--- config.mk ---
export PLATFORM = sky130hd
export DESIGN_NAME = rx_irq_ctrl
export DESIGN_NICKNAME = d
export VERILOG_FILES = /design/src/design/rx_irq_pkg.sv /design/src/design/fe_tally.sv /design/src/design/rx_irq_ctrl.sv
export VERILOG_INCLUDE_DIRS = /design/src /design/src/design
export SDC_FILE = /design/constraint.sdc
export NUM_CORES = 1
export LEC_CHECK = 0
export BUFFER_PORTS_ARGS = -buffer_cell sky130_fd_sc_hd__buf_2
export CORE_AREA = 4 4 91 127
export DETAILED_ROUTE_END_ITERATION = 8
export DIE_AREA = 0 0 95 131
export PLACE_DENSITY_LB_ADDON = 0.1
export SYNTH_ARGS = -nofsm -noshare
export SYNTH_HDL_FRONTEND = slang
export SYNTH_SLANG_ARGS = --single-unit
--- constraint.sdc ---
create_clock -name clk_in -period 3.7 [get_ports clk_in]
set_clock_uncertainty 0.2 [all_clocks]
set_input_delay 0.37 -clock clk_in [delete_from_list [all_inputs] [get_ports clk_in]]
set_output_delay 0.37 -clock clk_in [all_outputs]
set_load 0.005 [all_outputs]
--- src/design/rx_irq_map.svh ---
`ifndef RX_IRQ_MAP_SVH
`define RX_IRQ_MAP_SVH
`define ALARM_IE_OFFSET 11'h12c
`define ERROR_IE_OFFSET 11'h12e
`define FE_COUNT_OFFSET 11'h134
`define ALARM_IE_RESET 16'h0000
`define ERROR_IE_RESET 16'h0000
`define FE_COUNT_RESET 16'h0000
`define ALARM_IE_MASK 16'h0fff
`define ERROR_IE_MASK 16'h0f0f
`define ERROR_EVENT_LSB 8
`define ERROR_COUNT_LSB 0
`endif

--- src/design/rx_irq_pkg.sv ---
package rx_irq_pkg;
	typedef struct packed {
		logic [10:0] addr;
		logic [15:0] wdata;
		logic wr;
		logic rd;
	} cpu_req_t;
	typedef struct packed {
		logic cbit_parity;
		logic far_block;
		logic pbit_parity;
		logic framing;
	} err_evt_t;
	typedef enum logic [2:0] {
		CNT_IDLE = 3'b001,
		CNT_RUN = 3'b010,
		CNT_LOAD = 3'b100
	} cnt_state_t;
endpackage

--- src/design/fe_tally.sv ---
`timescale 1ns/1ps
`default_nettype none
module fe_tally #(
	parameter int W = 16
) (
	input wire logic clk_in,
	input wire logic nrst_in,
	input wire logic event_in,
	input wire logic update_in,
	output logic [W-1:0] snapshot_out,
	output logic nonzero_out
);
	typedef struct packed {
		logic [W-1:0] acc;
		logic [W-1:0] snap;
	} tally_t;
	tally_t s_q, s_d;
	always_comb begin
		s_d = s_q;
		// Saturate rather than wrap so a long interval never reads small
		if (event_in && s_q.acc != {W{1'b1}})
			s_d.acc = s_q.acc + {{(W-1){1'b0}}, 1'b1};
		if (update_in) begin
			s_d.snap = s_q.acc;
			s_d.acc = {{(W-1){1'b0}}, event_in};
		end
	end
	always_ff @(posedge clk_in or negedge nrst_in) begin
		if (!nrst_in)
			s_q <= '0;
		else
			s_q <= s_d;
	end
	assign snapshot_out = s_q.snap;
	assign nonzero_out = (s_q.acc != '0);
endmodule
`default_nettype wire

--- src/design/rx_irq_ctrl.sv ---
`timescale 1ns/1ps
`default_nettype none
`include "rx_irq_map.svh"
// Notes on behaviour
// - Interrupt needs latched bit, its enable and port global enable.
// - Enable bit zero disables its source, one enables it.
// - Alarm enable bits 10..0 gate the eleven alarm-change latches.
// - Error enable bits 11..8 gate the four error-event latches.
// - Error enable bits 3..0 gate the four count-nonzero latches.
// - Error enable register at 12Eh, resets zero, bits 15:12,7:4 unused.
// - Framing error count at 134h, read-only, 16 bits, resets zero.
// - Count register loads only on the performance-monitoring update.
// - Alarm-change latch sets on any change of its status bit.
// - Two-bit select chooses which framing error type counts.
// - In M23 mode C-bit and far-block latches stay zero.
module rx_irq_ctrl (
	input wire logic clk_in,
	input wire logic nrst_in,
	input wire rx_irq_pkg::cpu_req_t cpu_in,
	output logic [15:0] cpu_rdata_out,
	input wire logic port_status_irq_enable_in,
	input wire logic [10:0] alarm_status_in,
	input wire logic [3:0] framing_err_kind_in,
	input wire logic [1:0] framing_err_type_sel_in,
	input wire rx_irq_pkg::err_evt_t err_evt_in,
	input wire logic [3:0] count_nonzero_in,
	input wire logic m23_mode_in,
	input wire logic perf_mon_update_in,
	input wire logic [10:0] alarm_clear_in,
	input wire logic [3:0] event_clear_in,
	input wire logic [3:0] count_clear_in,
	output logic [10:0] alarm_latched_out,
	output logic [7:0] error_latched_out,
	output logic irq_out
);
	import rx_irq_pkg::*;
	// Address decode shared by the write path and the checks
	function automatic logic reg_hit(input cpu_req_t r, input logic [10:0] a);
		return r.addr == a;
	endfunction
	// One group of latches against its enables
	function automatic logic group_hit(input logic [10:0] lat, input logic [10:0] ie);
		return |(lat & ie);
	endfunction
	typedef struct packed {
		logic [15:0] alarm_ie;
		logic [15:0] error_ie;
		logic [10:0] alarm_prev;
		logic [10:0] alarm_lat;
		logic [3:0] evt_lat;
		logic [3:0] cnt_prev;
		logic [3:0] cnt_lat;
		logic [15:0] rdata;
	} state_t;
	state_t s_q, s_d;
	logic fe_event;
	logic fe_nonzero;
	logic [15:0] fe_snapshot;
	logic [3:0] evt_now;
	logic [3:0] cnt_now;
	logic [3:0] cnt_mask;
	assign fe_event = framing_err_kind_in[framing_err_type_sel_in];
	fe_tally #(.W(16)) u_tally (
		.clk_in(clk_in),
		.nrst_in(nrst_in),
		.event_in(fe_event),
		.update_in(perf_mon_update_in),
		.snapshot_out(fe_snapshot),
		.nonzero_out(fe_nonzero)
	);
	// M23 forces C-bit and far-block sources off
	assign cnt_mask = m23_mode_in ? 4'h3 : 4'hf;
	assign evt_now = {err_evt_in.cbit_parity, err_evt_in.far_block,
		err_evt_in.pbit_parity, fe_event} & cnt_mask;
	assign cnt_now = {count_nonzero_in[3:1], fe_nonzero} & cnt_mask;
	always_comb begin
		s_d = s_q;
		s_d.alarm_prev = alarm_status_in;
		s_d.cnt_prev = cnt_now;
		// change in either direction sets, set beats clear
		s_d.alarm_lat = (s_q.alarm_lat & ~alarm_clear_in) | (alarm_status_in ^ s_q.alarm_prev);
		s_d.evt_lat = ((s_q.evt_lat & ~event_clear_in) | evt_now) & cnt_mask;
		s_d.cnt_lat = ((s_q.cnt_lat & ~count_clear_in) | (cnt_now & ~s_q.cnt_prev)) & cnt_mask;
		// writable bits only, unused bits stay zero
		if (cpu_in.wr && reg_hit(cpu_in, `ALARM_IE_OFFSET))
			s_d.alarm_ie = cpu_in.wdata & `ALARM_IE_MASK;
		if (cpu_in.wr && reg_hit(cpu_in, `ERROR_IE_OFFSET))
			s_d.error_ie = cpu_in.wdata & `ERROR_IE_MASK;
		s_d.rdata = 16'h0000;
		if (cpu_in.rd) begin
			case (cpu_in.addr)
				`ALARM_IE_OFFSET: s_d.rdata = s_q.alarm_ie;
				`ERROR_IE_OFFSET: s_d.rdata = s_q.error_ie;
				`FE_COUNT_OFFSET: s_d.rdata = fe_snapshot;
				default: s_d.rdata = 16'h0000;
			endcase
		end
	end
	always_ff @(posedge clk_in or negedge nrst_in) begin
		if (!nrst_in) begin
			s_q <= '0;
			s_q.alarm_ie <= `ALARM_IE_RESET;
			s_q.error_ie <= `ERROR_IE_RESET;
		end else begin
			s_q <= s_d;
		end
	end
	logic [7:0] err_lat;
	logic alarm_hit;
	logic event_hit;
	logic count_hit;
	logic any_src;
	assign err_lat = {s_q.evt_lat, s_q.cnt_lat};
	// alarm gating bits 10..0
	// Alarm enable bit 11 has no latch behind it, so it gates nothing
	assign alarm_hit = group_hit(s_q.alarm_lat, s_q.alarm_ie[10:0]);
	assign event_hit = group_hit({7'h00, s_q.evt_lat},
		{7'h00, s_q.error_ie[`ERROR_EVENT_LSB +: 4]});
	assign count_hit = group_hit({7'h00, s_q.cnt_lat},
		{7'h00, s_q.error_ie[`ERROR_COUNT_LSB +: 4]});
	assign any_src = alarm_hit | event_hit | count_hit;
	assign irq_out = any_src & port_status_irq_enable_in;
	assign cpu_rdata_out = s_q.rdata;
	assign alarm_latched_out = s_q.alarm_lat;
	assign error_latched_out = err_lat;

	a_irq_gating: assert property (@(posedge clk_in) disable iff (!nrst_in)
		(irq_out |-> port_status_irq_enable_in))
		else $error("irq without port enable");
	a_irq_off_disabled: assert property (@(posedge clk_in) disable iff (!nrst_in)
		((s_q.alarm_ie == 16'h0000 && s_q.error_ie == 16'h0000) |-> !irq_out))
		else $error("irq with all enables off");
	a_alarm_src: assert property (@(posedge clk_in) disable iff (!nrst_in)
		((port_status_irq_enable_in && |(s_q.alarm_lat & s_q.alarm_ie[10:0])) |-> irq_out))
		else $error("enabled alarm latch gave no irq");
	a_event_src: assert property (@(posedge clk_in) disable iff (!nrst_in)
		((port_status_irq_enable_in && |(s_q.evt_lat & s_q.error_ie[11:8])) |-> irq_out))
		else $error("enabled event latch gave no irq");
	a_count_src: assert property (@(posedge clk_in) disable iff (!nrst_in)
		((port_status_irq_enable_in && |(s_q.cnt_lat & s_q.error_ie[3:0])) |-> irq_out))
		else $error("enabled count latch gave no irq");
	a_unused_zero: assert property (@(posedge clk_in) disable iff (!nrst_in)
		((s_q.error_ie & 16'hf0f0) == 16'h0000))
		else $error("unused enable bits set");
	a_count_hold: assert property (@(posedge clk_in) disable iff (!nrst_in)
		(!$past(perf_mon_update_in) |-> $stable(fe_snapshot)))
		else $error("count changed without update");
	a_count_load: assert property (@(posedge clk_in) disable iff (!nrst_in)
		(perf_mon_update_in |=> fe_snapshot != 16'h0000 || $past(!fe_nonzero)))
		else $error("count not loaded");
	a_alarm_change: assert property (@(posedge clk_in) disable iff (!nrst_in)
		(alarm_status_in != $past(alarm_status_in) |=>
			(s_q.alarm_lat & $past(alarm_status_in ^ $past(alarm_status_in))) ==
			$past(alarm_status_in ^ $past(alarm_status_in))))
		else $error("alarm change not latched");
	a_m23_zero: assert property (@(posedge clk_in) disable iff (!nrst_in)
		(m23_mode_in |=> (s_q.evt_lat[3:2] == 2'b00 && s_q.cnt_lat[3:2] == 2'b00)))
		else $error("m23 latches not zero");
	a_irq_drop: assert property (@(posedge clk_in) disable iff (!nrst_in)
		((s_q.alarm_lat == '0 && s_q.evt_lat == '0 && s_q.cnt_lat == '0) |-> !irq_out))
		else $error("irq with no latch");
	c_alarm_irq: cover property (@(posedge clk_in) disable iff (!nrst_in)
		|(s_q.alarm_lat & s_q.alarm_ie[10:0]) && irq_out);
	c_event_irq: cover property (@(posedge clk_in) disable iff (!nrst_in)
		|(s_q.evt_lat & s_q.error_ie[11:8]) && irq_out);
	c_count_load: cover property (@(posedge clk_in) disable iff (!nrst_in)
		perf_mon_update_in ##1 fe_snapshot != 16'h0000);
	c_m23_count: cover property (@(posedge clk_in) disable iff (!nrst_in)
		m23_mode_in && s_q.cnt_lat[1]);
	c_alarm_clear: cover property (@(posedge clk_in) disable iff (!nrst_in)
		|s_q.alarm_lat ##1 s_q.alarm_lat == 11'h000);

	// Latch checks
	// event latch follows pulse
	a_event_latch: assert property (@(posedge clk_in) disable iff (!nrst_in)
		(evt_now[1] |=> s_q.evt_lat[1]))
		else $error("pbit event not latched");
	a_frame_latch: assert property (@(posedge clk_in) disable iff (!nrst_in)
		(fe_event |=> s_q.evt_lat[0]))
		else $error("framing event not latched");
	a_count_rise: assert property (@(posedge clk_in) disable iff (!nrst_in)
		((cnt_now & ~s_q.cnt_prev) != 4'h0 |=>
			(s_q.cnt_lat & $past(cnt_now & ~s_q.cnt_prev)) == $past(cnt_now & ~s_q.cnt_prev)))
		else $error("count rise not latched");
	// full alarm clear with no change empties alarm latches
	a_alarm_clear: assert property (@(posedge clk_in) disable iff (!nrst_in)
		((alarm_clear_in == 11'h7ff && alarm_status_in == s_q.alarm_prev) |=>
			s_q.alarm_lat == 11'h000))
		else $error("alarm latch not cleared");

	// Register map checks
	// alarm enable upper bits unused
	a_alarm_ie_mask: assert property (@(posedge clk_in) disable iff (!nrst_in)
		((s_q.alarm_ie & 16'hf000) == 16'h0000))
		else $error("alarm enable unused bits set");
	a_ie_write: assert property (@(posedge clk_in) disable iff (!nrst_in)
		(cpu_in.wr && reg_hit(cpu_in, `ERROR_IE_OFFSET) |=>
			s_q.error_ie == ($past(cpu_in.wdata) & `ERROR_IE_MASK)))
		else $error("error enable write lost");
	a_ie_read: assert property (@(posedge clk_in) disable iff (!nrst_in)
		(cpu_in.rd && cpu_in.addr == `ERROR_IE_OFFSET |=>
			cpu_rdata_out == $past(s_q.error_ie)))
		else $error("error enable read wrong");
	a_rdata_idle: assert property (@(posedge clk_in) disable iff (!nrst_in)
		(!$past(cpu_in.rd) |-> cpu_rdata_out == 16'h0000))
		else $error("read data without read");
	a_count_ro: assert property (@(posedge clk_in) disable iff (!nrst_in)
		(cpu_in.wr && cpu_in.addr == `FE_COUNT_OFFSET && !perf_mon_update_in |=>
			$stable(fe_snapshot)))
		else $error("count changed by write");
endmodule
`default_nettype wire

==> results of run 1 <==
[sequential cells by signal (all words and copies together), names as in the netlist]
| register | flops |
|---|---|
| error_latched_out | 8 |
| s_q | 35 |
| cpu_rdata_out | 16 |
| u_tally.snapshot_out | 16 |
| u_tally.s_q | 16 |
| alarm_latched_out | 11 |
[per-layer routing]
metal,up-vias,global-route usage (%),part of all wire (%)
met2,87,30.4,51
li1,1591,-,-
met4,0,6.63,1.6
met5,-,0,0
met3,13,3.26,5.1
met1,1634,21.9,43
[through the flow]
step | util (%) | total power, mW | std cells | worst slack [ns]
2_1_floorplan | - | 1.33 | 394 | 1.62
3_3_place_gp | 48.7 | 1.41 | 595 | 1.28
3_5_place_dp | 48.7 | 1.42 | 595 | 1.28
4_1_cts | 53.5 | 2.33 | 633 | 1.13
5_1_grt | 53.5 | 2.41 | 633 | 1.10
6_report | 53.5 | 2.29 | 633 | 1.23
[worst paths after layout]
check / from / endpoint / slack, ns / cells after the start
max: alarm_latched_out[7] / irq_out / 1.23 / 4
min: alarm_clear_in[6] / alarm_latched_out[6] / 0.02 / 2
max reg2reg: u_tally.s_q[17] / u_tally.s_q[18] / 1.37 / 5
min reg2reg: s_q[21] / error_latched_out[1] / 0.24 / 1
max in group asynchronous: nrst_in / s_q[23] / 2.07 / 3
min in group asynchronous: nrst_in / error_latched_out[7] / 0.48 / 2
[worst reg2reg max path, cell delays in order (launching register included)]
cell	delay, ns
dfrtp_1	0.47
ha_1	0.30
nand4_1	0.18
or4_1	0.62
nand3_1	0.13
mux2_2	0.33
[synth_stat cells, types with 9 or more instances]
cell type  instances
a21oi_1           16
a22oi_1           16
buf_4             35
clkbuf_1          12
dfrtp_1          102
inv_1             22
mux2_2            38
nand3_1           11
nor2_1            14
o21ai_0           14
o31ai_1            9
or4_1             11
xnor2_1           11
[layout make-up]
cell class | instances | area, sq um
clock buffers | 9 | 225
well taps | 138 | 173
inverters | 22 | 82.6
flip-flops and latches | 102 | 2550
clock inverters | 7 | 55.1
fillers | 949 | 4810
repair buffers | 134 | 796
multi-input cells | 221 | 1660
[logic make-up (layout without fill, tap and decap cells)]
| group | after synthesis | after routing | synth area share [%] |
|---|---|---|---|
| DFF | 102 | 102 | 55.4 |
| and+or+nand+nor | 88 | 88 | 11.5 |
| AOI/OAI and AO/OA | 79 | 79 | 11.6 |
| buffers and inverters | 71 | 172 | 8.66 |
| muxes | 41 | 41 | 10.2 |
| xor gates and xnor gates | 11 | 11 | 2.09 |
| adders and majority gates | 2 | 2 | 0.543 |
[where the power goes]
part           switching [mW]  internal (mW)
clock                   0.416          0.463
sequential             0.0394           1.16
combinational           0.103          0.109
total                   0.559           1.73
==> flow_metrics.tcl, run 1 <==
set metrics [dict create \
    critical_path_class "flop to output pin" \
    rsz0062_at_grt "false" \
    cp_num_buf_inv 1 \
    cts_buffer_depth 2 \
    syn-num-nets 474 \
    status "finished, final reports clean" \
    nNetsFinal 570 \
    tightest_slew_ns 0.948 \
    drt-initial-drc-count 117 \
    num_vias 3325 \
    dr.pass1.iters 4 \
    grt_pass1_wl_mm 16.9 \
    critPathMaxStageDelay_ns 0.57 \
    finalWeightedCongestion 0.808 \
    die_x_microns 95 \
    yosys.area.top_type_share_pct 55.4 \
    grt_overflow 0 \
    synth_area_leaders "dfrtp_1 (55%), mux2_2 (9.3%), buf_4 (5.7%)" \
    post-cts-setup-buffers 0 \
    port_buffers 107 \
    wl_per_cell_microns 16.3 \
    endpoint_kind "output pin" \
    final_cell_mix "buf_2 (106), dfrtp_1 (102), mux2_2 (38)" \
    dp_hpwl_mm 7.30 \
    max-slew-margin-rel_pct 36.7 \
    clk_pin_slew_ns 0.07 \
    tns_ns 0 \
    grt.total_usage_pct 17.6 \
    final_common_cell "buf_2" \
    hp-class "input port to flop" \
    cellPowerDensity_nw_per_um2 414 \
    cts_tree "done" \
    final_area_sq_um 5540 \
    required_ns 3.13 \
    viasPerCell 5.25 \
    antenna_found_initial 0 \
    maxCapViolations 0 \
    fmax_ghz 0.406 \
    max-vdd-ir-drop_uv 199 \
    hold_viol_final 0 \
    synthCells 394 \
    synthDistinctLibCells 46 \
    initial_core_util_pct 44.5 \
    dieArea_sq_um 12400 \
    clock_sinks 102 \
    die_y_microns 131 \
    cts_buffers 9 \
    yosysWarnings 0 \
    grt_pass1_vias 3367 \
    grt_max_degree 71 \
    synth_edf_count 0 \
    startpoint_type "flop" \
    min_period_ns 2.47 \
    syn2layout_area_growth_pct 20.2 \
    p_leak_nw 2.67 \
    async_reset_ff_share_pct 100 \
    finalSetupViolCount 0 \
    clock_latency_ns 0.34 \
    critPathMaxFanout 3 \
    cp.arrival_ns 1.90 \
    remaining_drc_errors 0 \
    yosysTopAreaCell "dfrtp_1" \
    slowest_stage "a222oi_1" \
    fp.coreArea_sq_um 10300 \
    syn_area_sq_um 4610 \
    hold_buffers 22 \
    final_max_slew_viol_count 0 \
    worstPathCellList "a222oi_1, nand4_1, o21a_1, buf_2" \
    cts_root_buffer "clkbuf_16" \
    n_antenna_cell 0 \
    drive_gt1_share_pct 33.9 \
    place_area_sq_um 5040 \
    hold_ws_ns 0.0164 \
    cts-htree-levels 3 \
    rows 44 \
    yosysSeqAreaShare_pct 55.4 \
    synth_flop_cell "dfrtp_1" \
    syn_area_per_cell_sq_um 11.7 \
    ioPinCount 114 \
    drt-total-wl_mm 10.3 \
    postRouteAntennaNets 0 \
    period_share_pct 66.6 \
    ys_ff_latch 102 \
    cts_resized 0 \
    crit_family "compound AO/OA/AOI/OAI gates" \
]
(Power assumes the default switching activity.)
==> inputs of run 2 (changes only) <==
==> constraint.sdc (replaced) <==
create_clock -name clk_in -period 2.5 [get_ports clk_in]
set_clock_uncertainty 0.2 [all_clocks]
set_input_delay 0.25 -clock clk_in [delete_from_list [all_inputs] [get_ports clk_in]]
set_output_delay 0.25 -clock clk_in [all_outputs]
set_load 0.005 [all_outputs]
==> run 2 against run 1 <==
Utilization rose by 4.3 points. Cell area rose by 8.1%. Via count increased by 4.0%. Sequential cell count is the same. Sequential power up 48%. Cell count up 5.4%. Count of clock-buffer cells in the layout grew 2. Sequential share of layout area decreased by 3.4 points. Global-route usage rose by 1.2 points. Worst hold slack improved by 0.11 ns. Combinational power increased by 69%. Worst setup slack lost 1.1 ns. Largest cell class unchanged. Highest routed layer unchanged.
==> flow_metrics.tcl, run 2 (synthesis gave the netlist of run 1 again) <==
set metrics [dict create \
    drive_gt1_share_pct 32.3 \
    grt.total_usage_pct 18.8 \
    num_vias 3457 \
    cts_resized 0 \
    nNetsFinal 604 \
    status "finished, final reports clean" \
    initial_core_util_pct 44.5 \
    stdcell_count 667 \
    grt_max_degree 48 \
    cts_tree "done" \
    postRouteAntennaNets 0 \
    clock_sinks 102 \
    hp-class "input port to flop" \
    port_buffers 107 \
    period_share_pct 93.6 \
    tns_ns 0 \
    largest-register "s_q" \
    cts_buffer_depth 2 \
    antenna_found_initial 0 \
    wl_per_cell_microns 16.6 \
    cellPowerDensity_nw_per_um2 645 \
    dp_hpwl_mm 7.44 \
    final_max_slew_viol_count 0 \
    ioPinCount 114 \
    maxCapViolations 0 \
    n_antenna_cell 0 \
    cts_buffers 9 \
    p_leak_nw 2.88 \
    rsz0062_at_grt "false" \
    die_x_microns 95 \
    grt_pass1_wl_mm 18.0 \
    final_common_cell "buf_2" \
    post-cts-setup-buffers 0 \
    max-slew-margin-rel_pct 37.2 \
    dpl.cell_count 598 \
    fmax_ghz 0.428 \
    viasPerCell 5.18 \
    critPathMaxStageDelay_ns 0.59 \
    critPathMaxFanout 3 \
    cp.arrival_ns 1.89 \
    worstPathCellList "a222oi_1, nand4_1, o21a_1, buf_2" \
    tightest_slew_ns 0.940 \
    syn2layout_area_growth_pct 29.9 \
    finalWeightedCongestion 0.830 \
    drt-initial-drc-count 115 \
    final_cell_mix "buf_2 (106), dfrtp_1 (102), dlygate4sd3_1 (53)" \
    finalSetupViolCount 0 \
    grt_pass1_vias 3527 \
    cts-htree-levels 3 \
    startpoint_type "flop" \
    drt-total-wl_mm 11.0 \
    remaining_drc_errors 0 \
    die_y_microns 131 \
    final_area_sq_um 5990 \
    hold_viol_final 0 \
    largest_reg_flops 35 \
    required_ns 2.05 \
    dr.pass1.iters 4 \
    hold_buffers 53 \
    clock_latency_ns 0.34 \
    place_area_sq_um 5070 \
    clk_pin_slew_ns 0.07 \
    critical_path_class "flop to output pin" \
    rows 44 \
    hold_ws_ns 0.127 \
    endpoint_kind "output pin" \
    filler_cell_count 936 \
    dieArea_sq_um 12400 \
    max-vdd-ir-drop_uv 404 \
    min_period_ns 2.34 \
    slowest_stage "a222oi_1" \
    grt_overflow 0 \
    cts_root_buffer "clkbuf_16" \
    fp.coreArea_sq_um 10300 \
    fin_ws_ns 0.161 \
    place_ws_ns 0.245 \
]
[run 2: changes by cell type in the layout (fill, tap and decap cells not counted), sizes merged]
cell	previous run	this run
clkinvlp	2	0
dlygate4sd3	22	53
inv	25	22
clkinv	2	1
clkbuf	9	11
bufinv	0	4
buf	112	115
[run 2: path summary, 6_finish.rpt]
path                       cells after the start            startpoint              endpoint  slack [ns]
setup / recovery                               4  alarm_latched_out[7]               irq_out        0.16
hold / removal                                 2            cpu_in[19]      cpu_rdata_out[7]        0.13
setup reg to reg                               5       u_tally.s_q[17]       u_tally.s_q[18]        0.21
hold reg to reg                                1               s_q[21]  error_latched_out[1]        0.23
max in group asynchronous                      3               nrst_in       u_tally.s_q[16]        1.23
min in group asynchronous                      2               nrst_in  error_latched_out[6]        0.18
[run 2: per-layer routing]
| layer | wire, microns | track usage, % |
|---|---|---|
| met3 | 542 | 3.95 |
| met2 | 5880 | 32.7 |
| met4 | 151 | 6.54 |
| met1 | 4470 | 23.2 |
| met5 | 0 | 0 |
[run 2: stage by stage]
step | util (%) | total power, mW
6_report | 57.8 | 3.86
5_1_grt | 57.8 | 4.03
4_1_cts | 57.8 | 3.91
3_5_place_dp | 49.0 | 2.10
3_3_place_gp | 49.0 | 2.09
2_1_floorplan | - | 1.97
[run 2: layout make-up]
| class | instances | area [sq um] | share of cell area, % |
|---|---|---|---|
| repair buffers | 168 | 1140 | 19.1 |
| flip-flops and latches | 102 | 2550 | 42.6 |
| clock buffers | 11 | 253 | 4.22 |
| multi-input cells | 221 | 1660 | 27.7 |
| clock inverters | 5 | 129 | 2.15 |
| inverters | 22 | 82.6 | 1.38 |
| well taps | 138 | 173 | 2.88 |
[run 2: power by group]
part	internal, mW	leakage, nW	total [mW]	switching, mW
Sequential	1.72	1.34	1.78	0.0582
Combinational	0.197	1.36	0.358	0.162
Clock	1.14	0.186	1.73	0.591
[run 2: worst max-delay path: cells and delay by family, from the launching register on]
| kind | cells | cell delay (ns) |
|---|---|---|
| DFF | 1 | 0.39 |
| and+or+nand+nor | 1 | 0.22 |
| buffers and inverters | 1 | 0.12 |
| AOI/OAI and AO/OA | 2 | 0.81 |
